File: src/verilog/evtrig_pkg.sv
// Constants, types and state layout of the debug event trigger block
package evtrig_pkg;

    localparam int ADDR_W = 24;
    localparam int DATA_W = 16;
    localparam int REG_AW = 8;

    // Register byte offsets
    localparam logic [7:0] OFS_CTRL = 8'h00;
    localparam logic [7:0] OFS_A_ADDR = 8'h04;
    localparam logic [7:0] OFS_A_CFG = 8'h08;
    localparam logic [7:0] OFS_A_DATA = 8'h0C;
    localparam logic [7:0] OFS_B_ADDR = 8'h10;
    localparam logic [7:0] OFS_B_CFG = 8'h14;
    localparam logic [7:0] OFS_STATUS = 8'h18;
    localparam logic [7:0] OFS_IMASK = 8'h1C;
    localparam logic [7:0] OFS_STATE = 8'h20;

    // Control register fields
    localparam int CTRL_BRK_LSB = 0;
    localparam int CTRL_HALT_FULL = 3;
    localparam int CTRL_TTYPE = 4;
    localparam int CTRL_START_LSB = 5;
    localparam int CTRL_STOP_LSB = 8;
    localparam int CTRL_PICK = 11;

    // Event configuration fields
    localparam int CFG_AMASK_LSB = 0;
    localparam int CFG_SIZE_LSB = 5;
    localparam int CFG_DIR_LSB = 7;
    localparam int CFG_DATA_EN = 9;
    localparam int DATA_MASK_LSB = 16;

    // Data mask limits per access size
    localparam logic [15:0] BYTE_LIMIT = 16'h00FF;
    localparam logic [15:0] WORD_LIMIT = 16'hFFFF;

    // Status bits, shared by the interrupt mask
    localparam int NSTAT = 5;
    localparam int ST_HIT_A = 0;
    localparam int ST_HIT_B = 1;
    localparam int ST_BREAK = 2;
    localparam int ST_TSTART = 3;
    localparam int ST_TSTOP = 4;
    localparam logic [4:0] RST_STAT = 5'h00;
    localparam logic [31:0] RST_WORD = 32'h0000_0000;

    typedef enum logic [1:0] {SZ_ANY, SZ_BYTE, SZ_WORD} size_e;
    typedef enum logic [1:0] {DIR_RW, DIR_RD, DIR_WR} dir_e;
    typedef enum logic [2:0] {C_NONE, C_A, C_A_OR_B, C_A_AND_B,
                              C_B_THEN_A} cond_e;
    typedef enum logic [2:0] {SP_BREAK, SP_FULL, SP_A, SP_A_OR_B,
                              SP_A_AND_B, SP_B_THEN_A} stop_e;
    typedef enum logic {TT_BRANCH, TT_DATA} ttype_e;
    typedef enum logic {PK_A, PK_A_OR_B} pick_e;

    // One monitored data access
    typedef struct packed {
        logic valid;
        logic write;
        logic word;
        logic [23:0] addr;
        logic [15:0] data;
    } acc_s;

    // One match event setting
    typedef struct packed {
        logic [23:0] addr;
        logic [4:0] amask;
        size_e size;
        dir_e dir;
        logic data_en;
        logic [15:0] dval;
        logic [15:0] dmask;
    } evcfg_s;

    // Whole state of the trigger block
    typedef struct packed {
        cond_e brk;
        logic halt_full;
        ttype_e ttype;
        cond_e start;
        stop_e stop;
        pick_e pick;
        evcfg_s eva;
        evcfg_s evb;
        logic [4:0] stat;
        logic [4:0] imask;
        logic seen_a;
        logic seen_b;
        logic tracing;
        logic full_prev;
        logic halt_prev;
        logic brk_out;
        logic rec;
        logic hit_a;
        logic hit_b;
        logic [31:0] rdata;
    } st_s;

endpackage : evtrig_pkg

File: src/verilog/evtrig.sv
// Debug event comparators with break and trace qualifier logic
`timescale 1ns/10ps
module evtrig (
    input wire logic clk,
    input wire logic rst_n,
    input wire evtrig_pkg::acc_s acc,
    input wire logic branch_valid,
    input wire logic run_start,
    input wire logic cpu_halted,
    input wire logic trace_full,
    input wire logic [7:0] reg_addr,
    input wire logic [31:0] reg_wdata,
    input wire logic reg_wr,
    input wire logic reg_rd,
    output logic [31:0] reg_rdata,
    output logic break_req,
    output logic trace_active,
    output logic trace_record,
    output logic event_a,
    output logic event_b,
    output logic irq
);
    import evtrig_pkg::*;

    st_s s_q;
    st_s s_d;
    logic hit_a;
    logic hit_b;
    logic brk_ev;
    logic start_ev;
    logic stop_ev;
    logic pick_ok;
    logic [4:0] set_bits;

    ////////////////////////////////////////////////////////////////////
    // Comparator for one event on the current access
    function automatic logic ev_match(evcfg_s c, acc_s a, logic use_data);
        logic [23:0] am;
        logic [15:0] dm;
        logic addr_ok;
        logic size_ok;
        logic dir_ok;
        logic data_ok;
        am = ~((24'h00_0001 << c.amask) - 24'h00_0001);
        addr_ok = ((a.addr ^ c.addr) & am) == 24'h00_0000;
        unique case (c.size)
            SZ_BYTE: size_ok = !a.word;
            SZ_WORD: size_ok = a.word;
            default: size_ok = 1'b1;
        endcase
        unique case (c.dir)
            DIR_RD: dir_ok = !a.write;
            DIR_WR: dir_ok = a.write;
            default: dir_ok = 1'b1;
        endcase
        // Mask is cut to the width of the access
        dm = c.dmask & (a.word ? WORD_LIMIT : BYTE_LIMIT);
        data_ok = !use_data || !c.data_en || (dm == 16'h0000) ||
                  (((a.data ^ c.dval) & dm) == 16'h0000);
        return a.valid && addr_ok && size_ok && dir_ok && data_ok;
    endfunction : ev_match

    // Combined condition on current hits and earlier occurrences
    function automatic logic cond_met(cond_e c, logic ha, logic hb,
                                      logic sa, logic sb);
        logic r;
        unique case (c)
            C_NONE: r = 1'b0;
            C_A: r = ha;
            C_A_OR_B: r = ha | hb;
            // Fires on the hit that completes the pair
            C_A_AND_B: r = (ha | hb) & (ha | sa) & (hb | sb);
            C_B_THEN_A: r = ha & sb;
            default: r = 1'b0;
        endcase
        return r;
    endfunction : cond_met

    ////////////////////////////////////////////////////////////////////
    // Event detection and qualifiers
    always_comb begin
        hit_a = ev_match(s_q.eva, acc, 1'b1);
        hit_b = ev_match(s_q.evb, acc, 1'b0);
        brk_ev = cond_met(s_q.brk, hit_a, hit_b, s_q.seen_a,
                          s_q.seen_b) |
                 (s_q.halt_full & trace_full & !s_q.full_prev);
        // A start setting of none means start on run
        start_ev = (s_q.start == C_NONE) ? run_start :
                   cond_met(s_q.start, hit_a, hit_b, s_q.seen_a,
                            s_q.seen_b);
        unique case (s_q.stop)
            SP_BREAK: stop_ev = (cpu_halted & !s_q.halt_prev) |
                                brk_ev;
            SP_FULL: stop_ev = trace_full;
            SP_A: stop_ev = hit_a;
            SP_A_OR_B: stop_ev = hit_a | hit_b;
            SP_A_AND_B: stop_ev = cond_met(C_A_AND_B, hit_a, hit_b,
                                           s_q.seen_a, s_q.seen_b);
            SP_B_THEN_A: stop_ev = hit_a & s_q.seen_b;
            default: stop_ev = 1'b0;
        endcase
        pick_ok = (s_q.pick == PK_A) ? hit_a : (hit_a | hit_b);
        set_bits = {stop_ev & s_q.tracing, start_ev & !s_q.tracing,
                    brk_ev, hit_b, hit_a};
    end

    ////////////////////////////////////////////////////////////////////
    // Next state: registers, flags, trace state and read data
    always_comb begin
        s_d = s_q;
        s_d.full_prev = trace_full;
        s_d.halt_prev = cpu_halted;
        s_d.hit_a = hit_a;
        s_d.hit_b = hit_b;
        s_d.brk_out = brk_ev;
        s_d.rdata = RST_WORD;
        // Occurrence flags; a new run starts from clean flags
        if (run_start) begin
            s_d.seen_a = 1'b0;
            s_d.seen_b = 1'b0;
        end else begin
            s_d.seen_a = s_q.seen_a | hit_a;
            s_d.seen_b = s_q.seen_b | hit_b;
        end
        // Trace window; stop wins over a start in the same cycle
        if (stop_ev) begin
            s_d.tracing = 1'b0;
        end else if (start_ev) begin
            s_d.tracing = 1'b1;
        end
        // One recording kind at a time
        if (s_q.ttype == TT_BRANCH) begin
            s_d.rec = s_q.tracing & !stop_ev & branch_valid;
        end else begin
            s_d.rec = s_q.tracing & !stop_ev & pick_ok;
        end
        // Register writes
        if (reg_wr) begin
            unique case (reg_addr)
                OFS_CTRL: begin
                    s_d.brk = cond_e'(reg_wdata[CTRL_BRK_LSB +: 3]);
                    s_d.halt_full = reg_wdata[CTRL_HALT_FULL];
                    s_d.ttype = ttype_e'(reg_wdata[CTRL_TTYPE]);
                    s_d.start = cond_e'(reg_wdata[CTRL_START_LSB +: 3]);
                    s_d.stop = stop_e'(reg_wdata[CTRL_STOP_LSB +: 3]);
                    s_d.pick = pick_e'(reg_wdata[CTRL_PICK]);
                end
                OFS_A_ADDR: s_d.eva.addr = reg_wdata[23:0];
                OFS_B_ADDR: s_d.evb.addr = reg_wdata[23:0];
                OFS_A_CFG: begin
                    s_d.eva.amask = reg_wdata[CFG_AMASK_LSB +: 5];
                    s_d.eva.size = size_e'(reg_wdata[CFG_SIZE_LSB +: 2]);
                    s_d.eva.dir = dir_e'(reg_wdata[CFG_DIR_LSB +: 2]);
                    s_d.eva.data_en = reg_wdata[CFG_DATA_EN];
                end
                OFS_B_CFG: begin
                    s_d.evb.amask = reg_wdata[CFG_AMASK_LSB +: 5];
                    s_d.evb.size = size_e'(reg_wdata[CFG_SIZE_LSB +: 2]);
                    s_d.evb.dir = dir_e'(reg_wdata[CFG_DIR_LSB +: 2]);
                end
                OFS_A_DATA: begin
                    s_d.eva.dval = reg_wdata[15:0];
                    s_d.eva.dmask = reg_wdata[DATA_MASK_LSB +: 16];
                end
                OFS_IMASK: s_d.imask = reg_wdata[4:0];
                default: ;
            endcase
        end
        // Sticky status: a new event wins over a write-one clear
        if (reg_wr && reg_addr == OFS_STATUS) begin
            s_d.stat = (s_q.stat & ~reg_wdata[4:0]) | set_bits;
        end else begin
            s_d.stat = s_q.stat | set_bits;
        end
        // Read data stands only in the cycle after the strobe
        if (reg_rd) begin
            unique case (reg_addr)
                OFS_CTRL: s_d.rdata = {20'h0_0000, s_q.pick, s_q.stop,
                                       s_q.start, s_q.ttype,
                                       s_q.halt_full, s_q.brk};
                OFS_A_ADDR: s_d.rdata = {8'h00, s_q.eva.addr};
                OFS_B_ADDR: s_d.rdata = {8'h00, s_q.evb.addr};
                OFS_A_CFG: s_d.rdata = {22'h00_0000, s_q.eva.data_en,
                                        s_q.eva.dir, s_q.eva.size,
                                        s_q.eva.amask};
                OFS_B_CFG: s_d.rdata = {23'h00_0000, s_q.evb.dir,
                                        s_q.evb.size, s_q.evb.amask};
                OFS_A_DATA: s_d.rdata = {s_q.eva.dmask, s_q.eva.dval};
                OFS_STATUS: s_d.rdata = {27'h000_0000, s_q.stat};
                OFS_IMASK: s_d.rdata = {27'h000_0000, s_q.imask};
                OFS_STATE: s_d.rdata = {28'h000_0000, s_q.brk_out,
                                        s_q.tracing, s_q.seen_b,
                                        s_q.seen_a};
                default: s_d.rdata = RST_WORD;
            endcase
        end
    end

    ////////////////////////////////////////////////////////////////////
    // State register
    always_ff @(posedge clk or negedge rst_n) begin
        if (!rst_n) begin
            s_q <= '0;
        end else begin
            s_q <= s_d;
        end
    end

    // Outputs straight from the state
    assign reg_rdata = s_q.rdata;
    assign break_req = s_q.brk_out;
    assign trace_active = s_q.tracing;
    assign trace_record = s_q.rec;
    assign event_a = s_q.hit_a;
    assign event_b = s_q.hit_b;
    assign irq = |(s_q.stat & s_q.imask);
endmodule : evtrig

File: config.mk
export PLATFORM = sky130hd
export DESIGN_NAME = evtrig
export DESIGN_NICKNAME = d
export VERILOG_FILES = /design/src/verilog/evtrig_pkg.sv /design/src/verilog/evtrig.sv
export SDC_FILE = /design/constraint.sdc
export NUM_CORES = 1
export LEC_CHECK = 0
export BUFFER_PORTS_ARGS = -buffer_cell sky130_fd_sc_hd__buf_4
export CAP_MARGIN = 10
export CORE_ASPECT_RATIO = 0.8
export CORE_MARGIN = 3
export CORE_UTILIZATION = 50
export CTS_CLUSTER_SIZE = 25
export DETAILED_ROUTE_END_ITERATION = 12
export PLACE_DENSITY = 0.68
export SYNTH_ARGS = -nofsm -noshare
export SYNTH_HDL_FRONTEND = slang
export SYNTH_SLANG_ARGS = --single-unit
File: constraint.sdc
create_clock -name clk -period 4.75 [get_ports clk]
set_clock_uncertainty 0.1 [all_clocks]
set_input_delay 1.1875 -clock clk [delete_from_list [all_inputs] [get_ports clk]]
set_output_delay 1.1875 -clock clk [all_outputs]
set_load 0.02 [all_outputs]
After elaboration in Yosys (flattened, before gate mapping):

Cells that the tools add are included.

* flip-flop bits (word level): 162
* input bits: 91
* logic and storage cells: 142

* $add $sub $neg: 2
* eq/ne operators: 29
* shift operators: 2
* muxes and demuxes: 17
* bitwise gates (word level): 30
* reduce and logical (&&, ||, !) cells: 33

Operators with widths (count)
* $pmux W32 S9: 1
* $and A24 B24 Y24: 2
* $logic_not A24 Y1: 2
* $not A24 Y24: 2
* $shl A1 B5 Y24 const A: 2
* $sub A24 B1 Y24 const B: 2
* $xor A24 B24 Y24: 2
* $and A16 B16 Y16: 2
* $eq A8 B5 Y1 const B: 4
* $logic_not A16 Y1: 2
* $mux W32: 1
* $eq A3 B2 Y1 const B: 6
* $eq A8 B4 Y1 const B: 2
* $mux W16: 1
* $xor A16 B16 Y16: 1
* $reduce_and A2 Y1: 7
* $eq A3 B3 Y1 const B: 4
* $and A1 B1 Y1: 11
* $and A5 B5 Y5: 2
* $or A5 B5 Y5: 2
* $eq A3 B1 Y1 const B: 3
* $eq A2 B1 Y1 const B: 4
* $eq A2 B2 Y1 const B: 4
* $eq A8 B3 Y1 const B: 1
* other kinds (16): 43

Depth between registers and ports, before layout:

* depth in word-level cells: 20
* mapped depth: 15

Worst setup path after synthesis:

OpenSTA, ideal clock, no wires.

* path type: register to register
* start: register s_q[89] (netlist bit)
* end: register s_q, in the netlist trace_record
* setup time: 0.122 ns
* data arrival time: 3.074 ns
* required time: 4.528 ns
* setup slack: 1.454 ns
* stages on the path, launching flop included: 15
* path buffers: 2
* period minus slack after synthesis: 3.296 ns
* path through: dfrtp_1 buf_2 nor4_4 nand2_1 ha_1 buf_2 nor4_4 o21ai_2 a311oi_1 nand4_1 nor4_4 a221oi_1 o311ai_2 a311oi_2 o2111a_1

RTL lines
* start: declaration: RTL line evtrig.sv:25 `st_s s_q;`
* start signal: assignment: RTL line evtrig.sv:203 `s_q <= '0;`
* start signal: assignment: RTL line evtrig.sv:205 `s_q <= s_d;`

==> summary.txt <==
Detailed routing
  – Remaining DRCs: 0
  – DR pass1 iterations: 9
  – Final WL: between 20,000 and 30,000 µm
  – Via count: 7,289
  – Avg WL per Cell: 23.9 µm
  – DR vias/cell: around 6.3
  – ANT nets after route: 0
  – Top sig layer: met4
  – 1st-iter DRT viols: 946
  – Metal3 WL: 2530 µm
  – Length of routed met2 wiring: 12,100 µm
  – Met1 WL: between 10,000 and 15,000 µm

Die
  – Top-level port count: 129
  – Row cnt: 43
  – Height of the die: 127 µm
  – Die area: 0.0200 mm²
  – Die W: 157 µm
  – Core area: 0.0176 mm²
  – Starting Density: 52.0%

Power
  – Comb pwr share: 15.1%
  – Power density cells: 320 mW/mm²
  – Worst VDD drop: roughly 0.22 mV
  – Seq pwr share: 43.8%
  – Clock power frac: 41.0%
  – Switching Power: approximately 0.97 mW
  – Power Total: between 3 and 4 mW
  – LEAKAGE: 4.98 nW
  – Pint: 2.45 mW
  – Switching Share: 28.5%

Synthesis
  – FFs w/ async S/R, synth: 100%
  – Largest cells by area after synthesis: dfrtp_1 (44%), mux2_2 (14%), a22oi_1 (3.5%), buf_4 (3.5%), xor2_1 (3.2%)
  – Cell taking the most area after synthesis: dfrtp_1
  – Count of flip-flops with a built-in enable after synthesis: 0
  – Synthesis Warnings: 0
  – Synth Area in Simple Gates: 11.9%
  – Adder-Cell Fraction of Synth Area: 1.36%
  – Syn_area_per_cell: 10.9 µm²
  – Netlist cell types: 77
  – Post-synthesis cell count: 840
  – Synth Cell Area: slightly above 0.009 mm²
  – Syn nets: 941
  – Compound-Gate Fraction of Synth Area: 15.7%
  – Main flop type after synthesis: dfrtp_1
  – Seq/Total Area, Yosys: 44.2%
  – Mux cell area share after synthesis: 14.1%
  – Largest family of logic cells by synthesized area: compound AO/OA/AOI/OAI gates
  – Post-Synth XOR/XNOR Area: around 6.2%
  – Most numerous cell in the Yosys netlist: dfrtp_1
  – Yosys reg bits: between 150 and 200
  – Commonest cells post-synth: dfrtp_1 (162), mux2_2 (115), nand2_1 (48), a22oi_1 (43), buf_4 (43)
  – Top-area cell type share of the netlist area: 44.2%

Placed design
  – RD Place Congestion: 0.938
  – Hpwl dp: 19,900 µm
  – Buffers on Ports: between 100 and 150
  – Dpl ws: 877 ps

Global routing
  – Vias in the first global route: 7,084
  – Total gr overflow: 0
  – Initial antenna violation count: 0
  – First-pass GRT wire length: 42,400 µm
  – Largest net degree at the start of global routing: 111
  – Total GRT Usage: about 28%

Worst setup path
  – Setup CP Type: reg -> reg
  – Setup crit end: trace_record
  – R2R Path Start: s_q[154]
  – Critical-path maximum fanout: 20
  – Startpoint types: register
  – Crit path DAT: 4180 ps
  – RR Endpoint: trace_record
  – R2R Setup Slk: 790 ps
  – Worst Reg2Reg Path Length in Cells: 12
  – Data required, critical path: 4970 ps
  – Setup crit end kind: register
  – Crit path from: s_q[154]

Outcome
  – Status: finished, final reports clean

Worst hold path
  – Worst Hold Class: reg -> reg
  – Worst hold path stage count: 2

STA
  – Slew Viols, Final: 0
  – Tcrit/Tclk final: between 80% and 90%
  – Slew headroom: ~30%
  – Final hold vios: 0
  – RSZ-0062 raised after global routing: no
  – Min cycle time layout: roughly 4000 ps
  – Final setup vio count: 0
  – Setup TNS: 0 ps
  – Worst setup margin: 787 ps
  – Peak Freq: 252 MHz
  – Final hold slack: 448 ps
  – Slew @ Worst Pin: ~1100 ps

Finish
  – Fill cells: 1,497
  – Ratio of cells with drive above 1 in the final layout: between 30% and 40%
  – Final net count: between 1,000 and 1,500
  – Area growth from synthesis to layout: 16.5%
  – Antenna diodes: 0
  – Util after Layout: 60.5%

Clocking
  – Resized Gates After CTS: 0
  – Clk slew on worst S/H paths: around 70 ps
  – Root Driver: clkbuf_16
  – CTS tree: built
  – CTS hold repair buffers: 0
  – Max Buffers Root-to-Sink: 2
  – H-tree Lvls: 4
  – Cts bufs inserted: 17
  – Setup Fix Bufs, Post-CTS: 0
  – Clk sink count: 162
  – Worst skew pair latency: 430 ps

Job
  – Max-cap violation count: 0
## metrics by stage
step	cells	area, µm²
2_1_floorplan	840	9170
3_3_place_gp	1129	10100
3_5_place_dp	1129	10100
4_1_cts	1161	10700
5_1_grt	1161	10700
6_report	1161	10700
## layout by cell type, fill, tap and decap left out, types with 6 or more instances in the layout
cell type	synthesis	routed
nand2_1	48	48
a222oi_1	14	14
dfrtp_1	162	162
a22oi_1	43	43
nor2_1	21	21
clkbuf_16	0	17
nand3b_1	7	7
nor3_1	18	14
inv_1	21	21
nand2b_1	6	6
nand4_1	8	8
o21ai_1	7	6
and3_1	13	13
buf_4	43	146
xnor2_1	31	31
ha_1	10	10
a31oi_1	15	15
nand3_1	14	14
xor2_1	34	34
o21ai_0	17	17
a21oi_1	33	33
mux2_2	115	115
and2_1	6	6
## sequential cells by signal (all words and copies together), names as in the netlist
name / cells
event_b: 1
event_a: 1
s_q: 125
trace_record: 1
reg_rdata: 32
break_req: 1
trace_active: 1
## layer usage
metal	GRT usage, %	up-vias
li1	-	3271
met1	41.3	3618
met2	40.4	352
met3	8.09	48
met4	8.11	0
met5	0	-
## logic make-up after synthesis
family	after synthesis
AO/OA/AOI/OAI	196
XOR/XNOR	65
adder cells (fa/ha/maj)	10
buffers and inverters	105
flip-flops	162
multiplexers	115
AND/OR/NAND/NOR	187
## critical path, cell delays in order (launching register included)
cell and delay [ps]:
dfrtp_1 700, nor2_1 140, nand2_1 90, ha_1 590
nor2b_1 270, a21oi_1 90, a2111oi_0 450, and4_1 290
o2111a_2 270, nand2_1 200, o311ai_2 380, a311oi_2 90
o2111a_1 180
## worst min-delay path by stage
stage | to | start
floorplan | s_q[47] | s_q[47]
finish | s_q[46] | s_q[46]
CTS | s_q[46] | s_q[46]
global route | s_q[49] | s_q[49]
global placement | s_q[49] | s_q[49]
detailed placement | s_q[46] | s_q[46]
## power groups by stage
stage | Sequential, mW | Combinational, mW | Clock (mW)
finish | 1.50 | 0.517 | 1.40
global route | 1.51 | 0.562 | 1.48
CTS | 1.50 | 0.511 | 1.42
detailed placement | 1.52 | 0.506 | 0
global placement | 1.52 | 0.506 | 0
floorplan | 1.50 | 0.305 | 0
## cell type report
cell class / count / area [µm²] / area share (%)
multi-input combinational: 573 / 4540 / 42.5
sequential: 162 / 4050 / 37.9
timing repair buffer: 148 / 1130 / 10.6
clock buffer: 18 / 429 / 4.02
tap: 225 / 282 / 2.64
clock inverter: 14 / 173 / 1.62
inverter: 21 / 78.8 / 0.738
Power figures use the tool's default switching activity.
